`config.mk`:
```
export PLATFORM = sky130hd
export DESIGN_NAME = lutr_tile
export DESIGN_NICKNAME = d
export VERILOG_FILES = /design/src/hdl/lutr_pkg.sv /design/src/hdl/lutr_tile.sv /design/src/hdl/lutr_mem.sv
export VERILOG_INCLUDE_DIRS = /design/src /design/src/hdl
export SDC_FILE = /design/constraint.sdc
export NUM_CORES = 1
export LEC_CHECK = 0
export BUFFER_PORTS_ARGS = -buffer_cell sky130_fd_sc_hd__buf_4
export CAP_MARGIN = 10
export CORE_ASPECT_RATIO = 1.2
export CORE_MARGIN = 3
export CORE_UTILIZATION = 50
export CTS_CLUSTER_DIAMETER = 60
export CTS_CLUSTER_SIZE = 25
export DETAILED_ROUTE_END_ITERATION = 16
export GPL_TIMING_DRIVEN = 0
export HOLD_SLACK_MARGIN = 0.12
export PLACE_DENSITY_LB_ADDON = 0.05
export SLEW_MARGIN = 15
export SYNTH_ARGS = -nofsm -noshare
export SYNTH_HDL_FRONTEND = slang
export SYNTH_SLANG_ARGS = --single-unit
export TNS_END_PERCENT = 20
```
`constraint.sdc`:
```
create_clock -name core_clk -period 3.2 [get_ports core_clk]
set_input_delay 0.32 -clock core_clk [delete_from_list [all_inputs] [get_ports core_clk]]
set_output_delay 0.32 -clock core_clk [all_outputs]
set_load 0.1 [all_outputs]
```
`src/hdl/lutr_cfg.svh`:
```
/*
  Constants for the look-up-table RAM tile: geometry and reset values.
  Assumes inclusion by bare name from the package and the design modules.
*/
`ifndef LUTR_CFG_SVH
`define LUTR_CFG_SVH

// one function generator: 4 address lines, 16 one-bit cells
`define LUTR_ADDR_W 4
`define LUTR_DEPTH 16
// logic-mode truth table of five inputs
`define LUTR_FUNC_IN 5
`define LUTR_FUNC_W 32
// number of function generators in one tile
`define LUTR_GENS 2
// generator indices
`define LUTR_GEN_A 0
`define LUTR_GEN_B 1
// reset values of the tile flip-flops
`define LUTR_REG_RST 1'h0
`define LUTR_CLK_PREV_RST 1'h0
// default cell value, not applied by the design: cells stay unset until load
`define LUTR_INIT_DEFAULT 16'h0000

`endif

```
`src/hdl/lutr_pkg.sv`:
```
/*
  Types for the look-up-table RAM tile: organisation and timing modes,
  and the state records of the tile and of one memory array.
  Assumes lutr_cfg.svh is on the include path.
*/
`include "lutr_cfg.svh"

package lutr_pkg;

  // memory organisation of the two generators
  typedef enum logic [1:0] {
    LUTR_ORG_SPLIT,
    LUTR_ORG_DEEP,
    LUTR_ORG_DUAL
  } lutr_org_e;

  // write timing, shared by both generators
  typedef enum logic {
    LUTR_TIME_EDGE,
    LUTR_TIME_LEVEL
  } lutr_time_e;

  // registered state of the tile
  typedef struct packed {
    logic tileClkPrev;
    logic tileRegA;
    logic tileRegB;
    logic writeSeen;
  } lutr_state_s;

  // registered state of one 16x1 array
  typedef struct packed {
    logic [`LUTR_DEPTH-1:0] cells;
  } lutr_mem_s;

endpackage

```
`src/hdl/lutr_tile.sv`:
```
/*
  Logic tile whose two function generators act as logic or as small RAM:
  two 16x1, one 32x1, or one 16x1 dual-port array; edge or level write.
  Assumes synchronous inputs on core_clk, tile clock sampled as a level,
  configuration load pulsed by surrounding logic before use.
*/
// Overview of operation
// - two independent 16x1 arrays, shared or separate address
// - one 32x1 array, one data in/out
// - one generator RAM, other five-input logic
// - edge mode writes on tile edge, enable-gated
// - level mode writes while strobe is high
// - one timing mode for both generators
// - single port shares read and write address
// - dual port: one write, two read ports
// - simultaneous read and write, any addresses
// - reads identical in every mode except deep, muxed by the top bit
// - four input lines address each array
// - control pins become data and write enable
// - second data input is fifth address bit
// - cell data direct or into tile flops
// - configuration loads initial values; no default, cells unset until load
// - global reset leaves contents untouched
`timescale 1ns/1ps
`default_nettype none
`include "lutr_cfg.svh"

module lutr_tile
  import lutr_pkg::*;
(
  input wire logic core_clk,
  input wire logic rst,
  // configuration load strobe and initial contents
  input wire logic cfgLoad,
  input wire logic [`LUTR_DEPTH-1:0] cfgInitA,
  input wire logic [`LUTR_DEPTH-1:0] cfgInitB,
  // generator use: memory when set, logic when clear
  input wire logic cfgMemA,
  input wire logic cfgMemB,
  input wire logic [`LUTR_FUNC_W-1:0] cfgFuncA,
  input wire logic [`LUTR_FUNC_W-1:0] cfgFuncB,
  // organisation and timing
  input wire lutr_org_e cfgOrg,
  input wire lutr_time_e cfgTiming,
  input wire logic cfgClkFall,
  input wire logic cfgSharedAddr,
  // tile clock as a sampled level
  input wire logic tileClk,
  // generator inputs
  input wire logic [`LUTR_ADDR_W-1:0] lutAAddr,
  input wire logic [`LUTR_ADDR_W-1:0] lutBAddr,
  // tile control pins
  input wire logic ctrlAPin,
  input wire logic ctrlBPin,
  input wire logic ctrlCPin,
  // generator outputs and tile flip-flops
  output logic lutAOut,
  output logic lutBOut,
  output logic tileRegA,
  output logic tileRegB,
  output logic writeSeen
);

  lutr_state_s state;
  lutr_state_s next_state;

  // control pins in their memory roles
  logic writeDataFirst;
  logic writeDataSecond;
  logic writeEnable;

  // derived mode and timing terms
  lutr_org_e orgEff;
  logic bothMem;
  logic tileEdge;
  logic wrGate;

  // per-generator memory ports
  logic memLoad;
  logic [`LUTR_DEPTH-1:0] loadData [`LUTR_GENS];
  logic wrEn [`LUTR_GENS];
  logic [`LUTR_ADDR_W-1:0] wrAddr [`LUTR_GENS];
  logic wrData [`LUTR_GENS];
  logic [`LUTR_ADDR_W-1:0] rdAddr [`LUTR_GENS];
  logic rdData [`LUTR_GENS];

  // logic-mode results and combined outputs
  logic funcA;
  logic funcB;
  logic genA;
  logic genB;

  assign writeDataFirst = ctrlAPin;
  assign writeDataSecond = ctrlBPin;
  assign writeEnable = ctrlCPin;

  // wide orgs only when both generators are memory
  assign bothMem = cfgMemA & cfgMemB;
  always_comb begin
    if (bothMem) begin
      orgEff = cfgOrg;
    end else begin
      orgEff = LUTR_ORG_SPLIT;
    end
  end

  always_comb begin
    if (cfgClkFall) begin
      tileEdge = state.tileClkPrev & ~tileClk;
    end else begin
      tileEdge = ~state.tileClkPrev & tileClk;
    end
  end

  always_comb begin
    unique case (cfgTiming)
      LUTR_TIME_EDGE: begin
        wrGate = tileEdge & writeEnable;
      end
      LUTR_TIME_LEVEL: begin
        wrGate = writeEnable;
      end
    endcase
  end

  assign memLoad = cfgLoad;
  assign loadData[`LUTR_GEN_A] = cfgInitA;
  assign loadData[`LUTR_GEN_B] = cfgInitB;

  // write and read steering per organisation
  always_comb begin
    wrEn[`LUTR_GEN_A] = 1'h0;
    wrEn[`LUTR_GEN_B] = 1'h0;
    wrAddr[`LUTR_GEN_A] = lutAAddr;
    wrAddr[`LUTR_GEN_B] = lutBAddr;
    wrData[`LUTR_GEN_A] = writeDataFirst;
    wrData[`LUTR_GEN_B] = writeDataSecond;
    rdAddr[`LUTR_GEN_A] = lutAAddr;
    rdAddr[`LUTR_GEN_B] = lutBAddr;
    unique case (orgEff)
      LUTR_ORG_SPLIT: begin
        wrEn[`LUTR_GEN_A] = cfgMemA & wrGate;
        wrEn[`LUTR_GEN_B] = cfgMemB & wrGate;
        if (cfgSharedAddr) begin
          wrAddr[`LUTR_GEN_B] = lutAAddr;
          rdAddr[`LUTR_GEN_B] = lutAAddr;
        end
      end
      LUTR_ORG_DEEP: begin
        wrEn[`LUTR_GEN_A] = wrGate & ~writeDataSecond;
        wrEn[`LUTR_GEN_B] = wrGate & writeDataSecond;
        wrAddr[`LUTR_GEN_B] = lutAAddr;
        wrData[`LUTR_GEN_B] = writeDataFirst;
        rdAddr[`LUTR_GEN_B] = lutAAddr;
      end
      LUTR_ORG_DUAL: begin
        wrEn[`LUTR_GEN_A] = wrGate;
        wrEn[`LUTR_GEN_B] = wrGate;
        wrAddr[`LUTR_GEN_B] = lutAAddr;
        wrData[`LUTR_GEN_B] = writeDataFirst;
        rdAddr[`LUTR_GEN_B] = lutBAddr;
      end
      // illegal organisation code: no writes
      default: begin
      end
    endcase
  end

  generate
    for (genvar g = 0; g < `LUTR_GENS; g++) begin : gen_array
      lutr_mem u_mem (
        .core_clk(core_clk),
        .loadEn(memLoad),
        .loadData(loadData[g]),
        .wrEn(wrEn[g]),
        .wrAddr(wrAddr[g]),
        .wrData(wrData[g]),
        .rdAddr(rdAddr[g]),
        .rdData(rdData[g])
      );
    end
  endgenerate

  assign funcA = cfgFuncA[{writeDataSecond, lutAAddr}];
  assign funcB = cfgFuncB[{writeDataSecond, lutBAddr}];

  // same read path in every mode except deep, where the top bit selects the array
  always_comb begin
    genA = cfgMemA ? rdData[`LUTR_GEN_A] : funcA;
    genB = cfgMemB ? rdData[`LUTR_GEN_B] : funcB;
    // deep mode output follows top bit
    if (orgEff == LUTR_ORG_DEEP) begin
      genA = writeDataSecond ? rdData[`LUTR_GEN_B] : rdData[`LUTR_GEN_A];
      genB = genA;
    end
  end

  assign lutAOut = genA;
  assign lutBOut = genB;

  // tile flip-flops and edge history
  always_comb begin
    next_state = state;
    next_state.tileClkPrev = tileClk;
    // capture cell data on tile edge
    if (tileEdge) begin
      next_state.tileRegA = genA;
      next_state.tileRegB = genB;
    end
    next_state.writeSeen = wrGate & (cfgMemA | cfgMemB) & ~cfgLoad;
    if (rst) begin
      next_state.tileClkPrev = `LUTR_CLK_PREV_RST;
      next_state.tileRegA = `LUTR_REG_RST;
      next_state.tileRegB = `LUTR_REG_RST;
      next_state.writeSeen = `LUTR_REG_RST;
    end
  end

  // single register of the tile state
  always_ff @(posedge core_clk) begin
    state <= next_state;
  end

  // registered outputs
  assign tileRegA = state.tileRegA;
  assign tileRegB = state.tileRegB;
  assign writeSeen = state.writeSeen;

endmodule // lutr_tile

`default_nettype wire

```
`src/hdl/lutr_mem.sv`:
```
/*
  One 16x1 memory array of a function generator: load port, one write
  port and one read port that follows its address without a clock.
  Assumes a single clock; no reset reaches the cells.
*/
`timescale 1ns/1ps
`default_nettype none
`include "lutr_cfg.svh"

module lutr_mem
  import lutr_pkg::*;
(
  input wire logic core_clk,
  input wire logic loadEn,
  input wire logic [`LUTR_DEPTH-1:0] loadData,
  input wire logic wrEn,
  input wire logic [`LUTR_ADDR_W-1:0] wrAddr,
  input wire logic wrData,
  input wire logic [`LUTR_ADDR_W-1:0] rdAddr,
  output logic rdData
);

  lutr_mem_s state;
  lutr_mem_s next_state;

  // load overrides a write in the same cycle
  always_comb begin
    next_state = state;
    if (loadEn) begin
      next_state.cells = loadData;
    end else if (wrEn) begin
      next_state.cells[wrAddr] = wrData;
    end
  end

  // cells keep their contents through reset
  always_ff @(posedge core_clk) begin
    state <= next_state;
  end

  // read follows the address
  assign rdData = state.cells[rdAddr];

endmodule // lutr_mem

`default_nettype wire

```
# Word-level counts from Yosys, hierarchy flattened
# Index checks and enable logic that the tools add are counted.
# totals
regBits	36
inputBits	118
out_inout_bits	5
wordCells	68
# classes
magnitude_cmp	7
n_eq_ne	2
mux	31
n_bitwise	16
reduce_logical	6
# op_table
op	n
16-bit two-way mux	4
16-bit bitwise mux	2
4-bit one-hot mux with 2 select lines	2
4-bit by 5-bit less-than comparator with 1-bit output (second input constant)	3
1-bit two-way mux	13
5-bit by 6-bit less-than comparator with 1-bit output (second input constant)	2
1-bit AND	10
1-bit binary-select mux with 5-bit select	2
1-bit binary-select mux with 4-bit select	2
1-bit demux with 4-bit select	2
4-bit by 1-bit >= comparator with 1-bit output (second input constant)	2
2-bit one-hot mux with 3 select lines	1
1-bit inverter	5
4-bit two-way mux	1
2-bit nonzero test	2
2-bit by 1-bit == test with 1-bit output (second input constant)	1
2-bit == test (second input constant)	1
1-bit logical AND	2
2-bit zero test	1
2-bit two-way mux	1
1-bit one-hot mux with 2 select lines	1
2-bit OR reduction	1
1-bit bitwise OR	1

# Longest topological paths before layout
# depth
depth_word	12
depth_mapped	10
depth_no_buf	10

# Cells and area by module
# From an unflattened synthesis, not the netlist that was laid out.
# hier_totals
hier_cells	320
area_unflattened_um2	3248.1
# modules_own_cells
module	instances	cells_per_inst	area_per_inst_um2
lutr_tile	1	150	1238.7
lutr_mem at gen_array[1].u_mem	1	91	1009.7
lutr_mem at gen_array[0].u_mem	1	79	999.7

# Worst setup path after synthesis
# OpenSTA, ideal clock, no wires.
# synth_path
path_kind	in2out
from	in cfgMemA
to	out lutBOut
t_arrival_ps	2749
required_time_ps	2880
setup_slack_ps	131
stages	10
path_buffers	1
cell_sequence	nand3_1 clkbuf_1 ha_1 inv_1 o211ai_1 o21ai_2 mux2i_1 a221oi_1 a22o_1 a21o_1
# synth_via
elab_chain_len	8
word_cells_on_any_way	10
# synth_lines
item	line_no	source
start, declared	lutr_tile.sv:38	input wire logic cfgMemA,
1-bit AND (*)	lutr_tile.sv:98	assign bothMem = cfgMemA & cfgMemB;
2-bit two-way mux (*)	lutr_tile.sv:100	if (bothMem) begin
2-bit by 1-bit == test with 1-bit output or 2-bit zero test (tied branches)	lutr_tile.sv:140, lutr_tile.sv:192	
4-bit one-hot mux with 2 select lines	lutr_tile.sv:140	unique case (orgEff)
1-bit binary-select mux with 4-bit select	lutr_mem.sv:42	assign rdData = state.cells[rdAddr];
1-bit two-way mux (implied by the code)	lutr_mem.sv:42	
1-bit two-way mux (on tied branches)	lutr_tile.sv:190, lutr_tile.sv:193	
1-bit two-way mux (*)	lutr_tile.sv:192	if (orgEff == LUTR_ORG_DEEP) begin
end, declared	lutr_tile.sv:58	output logic lutBOut,
# Every way passes the cells marked *; elsewhere a longest branch is shown, timed or not. The select of a mux whose other input is x is not followed.

# Final worst setup path
# Same ends and word-level chain as after synthesis.

==> flow_summary.json <==
{
  "antenna_found_initial": 0,
  "synth_ff_type": "edfxtp_1",
  "p_seq_share_pct": 39.9,
  "synth_edf_count": 32,
  "async_flop_share_pct": 0,
  "crit_arrival_ns": 2.79,
  "fp.dieW_um": 78.6,
  "cts_tree": "done",
  "p_int_uw": 971,
  "switchingPower_uw": 449,
  "worstSkewPairLatency_ns": 0.29,
  "globalRouteTotalUtil_pct": 25.4,
  "num-nets-final": 552,
  "r2r_slack_ns": 0.64,
  "antenna_left": 0,
  "antenna_cells": 0,
  "core_area_mm2": 0.00609,
  "worst_slack_ns": 0.0930,
  "cp_max_fo": 11,
  "slew_violations": 0,
  "worstRegToRegCells": 6,
  "finalHoldWorstSlack_ns": 0.191,
  "timing.rr.start": "state[3]",
  "clockBufferDepth": 2,
  "dpl_worst_slack_ns": -0.239,
  "yosysWarnings": 0,
  "min_from": "rst",
  "startpoint_type": "input pin",
  "ys_seq_area_share_pct": 33.0,
  "fin_crit_ns": 3.11,
  "drtPass1Iterations": 4,
  "ys_types": 55,
  "via_count": 3101,
  "p_per_area_mw_per_mm2": 331,
  "design_area_mm2": 0.00428,
  "hold_viol_final": 0,
  "status": "finished clean",
  "combPwrFrac_pct": 37.4,
  "drtIter0Drc": 169,
  "end_kind": "output port",
  "hold_class": "in -> reg",
  "drc": 0,
  "synth_area_mm2": 0.00316,
  "syn_to_final_growth_pct": 35.7,
  "finalClockSkew_ns": 0.00418,
  "io_pins": 123,
  "syn-num-nets": 424,
  "cts.sinks": 36,
  "slew-limit-headroom_pct": 51.9,
  "routedWlPerCell_um": 18.1,
  "syn_inst": 302,
  "tightest_slew_ns": 0.720,
  "grt_pass1_vias": 3055,
  "dp_hpwl_um": 7300,
  "finalWirelength_um": 9310,
  "grt_use_met3_pct": 5.39,
  "fin_crit_sh_pct": 97.1,
  "leakage_nw": 1.85,
  "gp_congestion": 0.897,
  "vias_per_cell": 6.04,
  "pwr-share-clk_pct": 22.7,
  "drv_cap": 0,
  "vdd.ir_drop.worst_uv": 213,
  "power_mw": 1.42,
  "reg2reg_to": "gen_array[0].u_mem.state[2]",
  "initial_core_util_pct": 51.9,
  "grt.busiest_layer": "met2",
  "max_clock_freq_mhz": 322,
  "cts-buffers-inserted": 5,
  "port_buffers": 117,
  "dieHeight_um": 93.1,
  "detailed_place.area_mm2": 0.00414,
  "clock-root-buffer": "clkbuf_8",
  "synth_seq_cells": 36,
  "met1_usage_pct": 31.5,
  "setup_violations": 0,
  "critPathKind": "in -> out",
  "p_sw_share_pct": 31.6,
  "syn_avg_cell_area_um2": 10.5,
  "fillers": 469,
  "grt_pass1_wl_um": 14600,
  "grt_max_degree": 12,
  "finalSetupTns_ns": 0,
  "final_cell_count_no_fill": 513,
  "htreeDepth": 2,
  "worstPathRequired_ns": 2.88,
  "path_clk_slew_ns": 0.08,
  "drive_above_1_share_pct": 36.9,
  "hold_depth": 2,
  "rows": 31,
  "hold_buffers": 0,
  "fin_util_pct": 70.4,
  "dp_cells": 501,
  "die_area_mm2": 0.00731,
  "global_route.overflow_total": 0,
  "min_to": "state[3]",
  "grtUsageMet2_pct": 44.3
}
[worst max-delay path: stages]
cell and delay (ns):
buf_4 0.13, nand3_1 0.12, clkbuf_4 0.24, ha_2 0.24
inv_1 0.07, o211ai_1 0.31, o21ai_4 0.18, mux2i_1 0.18
a221oi_1 0.33, a22o_1 0.28, a21o_1 0.18, buf_8 0.20
[Yosys cell counts, types with 2 or more instances]
| library cell | count | area (um2) |
|---|---|---|
| inv_1 | 8 | 30.0 |
| mux2i_1 | 11 | 110 |
| a21oi_1 | 5 | 25.0 |
| o21ai_0 | 14 | 70.1 |
| o211ai_1 | 2 | 15.0 |
| a21boi_0 | 2 | 15.0 |
| nor2b_1 | 9 | 56.3 |
| ha_1 | 4 | 50.1 |
| o21ai_1 | 3 | 15.0 |
| nand3b_1 | 2 | 15.0 |
| a32o_1 | 7 | 70.1 |
| edfxtp_1 | 32 | 961 |
| a22o_1 | 22 | 193 |
| nand3_1 | 8 | 40.0 |
| o21bai_1 | 17 | 128 |
| or3_1 | 3 | 18.8 |
| buf_2 | 2 | 10.0 |
| dfxtp_1 | 4 | 80.1 |
| clkbuf_1 | 19 | 71.3 |
| a31oi_1 | 2 | 12.5 |
| a21o_1 | 20 | 150 |
| and2_1 | 3 | 18.8 |
| nor3b_1 | 3 | 22.5 |
| nor2_1 | 6 | 22.5 |
| a32oi_1 | 2 | 17.5 |
| nor3_1 | 5 | 25.0 |
| mux4_1 | 7 | 184 |
| a22oi_1 | 8 | 60.1 |
| nand2b_1 | 2 | 12.5 |
| and3b_1 | 2 | 17.5 |
| or2_2 | 4 | 25.0 |
| mux2_2 | 2 | 22.5 |
| mux4_2 | 13 | 293 |
| nand2_1 | 27 | 101 |
| nor4_1 | 2 | 12.5 |
[power groups by stage]
| stage | registers [mW] | logic, mW | clock network (mW) |
|---|---|---|---|
| 2_1_floorplan | 0.591 | 0.303 | 0 |
| 5_1_grt | 0.570 | 0.569 | 0.349 |
| 4_1_cts | 0.567 | 0.512 | 0.327 |
| 6_report | 0.567 | 0.531 | 0.322 |
| 3_5_place_dp | 0.578 | 0.505 | 0 |
| 3_3_place_gp | 0.576 | 0.495 | 0 |
[cells by family after synthesis]
kind of cell               after synthesis  synth area share (%)
muxes                                   34                  19.8
AOI/OAI and AO/OA                      115                  27.5
DFF                                     36                  33.0
and+or+nand+nor                         80                  13.3
buffers and inverters                   33                  4.87
adders and majority gates                4                  1.58
[placed cells by master (no fill, tap or decap), types with 5 or more instances in the layout]
cell type	synthesis	routed
mux4_2	13	13
o21ai_0	14	14
nor2_1	6	6
a22oi_1	8	8
clkbuf_1	19	19
inv_1	8	8
edfxtp_1	32	32
a21oi_1	5	5
nand3_1	8	8
o21bai_1	17	17
nor3_1	5	5
mux4_1	7	7
a32o_1	7	7
nand2_1	27	27
a21o_1	20	20
nor2b_1	9	9
a22o_1	22	22
clkbuf_8	0	5
buf_4	1	120
mux2i_1	11	11
[layout make-up]
cell class | instances | area, um2 | share of cell area [%]
Clock inverter | 2 | 11.3 | 0.263
Sequential cell | 36 | 1040 | 24.3
Timing Repair Buffer | 121 | 920 | 21.5
Clock buffer | 6 | 72.6 | 1.69
Buffer | 25 | 128 | 2.98
Multi-Input combinational cell | 233 | 1980 | 46.2
Tap cell | 82 | 103 | 2.39
Inverter | 8 | 30.0 | 0.701
[layer usage]
layer / vias up / wire length (um)
met5: - / 0
met2: 138 / 4770
li1: 1469 / -
met4: 0 / 115
met1: 1482 / 3650
met3: 12 / 772
[what timing repair did]
| item | 4_1_cts | 5_1_grt |
|---|---|---|
| buffers inserted | 1 | 3 |
| resized for setup | 4 | 5 |
| pin swaps | 1 | 2 |
| setup endpoints to repair | 2 | 2 |
[registers in the layout, summed over array words and instances (netlist names)]
signal	flops
gen_array.u_mem.state	32
state	1
tileRegA	1
tileRegB	1
writeSeen	1
[worst max path at each step]
stage / to / slack [ns] / cells after the start / from
2_1_floorplan: lutBOut / 0.13 / 10 / cfgMemA
3_3_place_gp: lutAOut / -0.17 / 12 / cfgMemA
3_5_place_dp: lutAOut / -0.24 / 12 / cfgMemA
4_1_cts: lutAOut / 0.05 / 12 / cfgMemA
5_1_grt: lutBOut / -0.02 / 12 / cfgMemA
6_report: lutBOut / 0.09 / 12 / cfgMemA
Note: power is estimated with default switching activity, not from simulation.
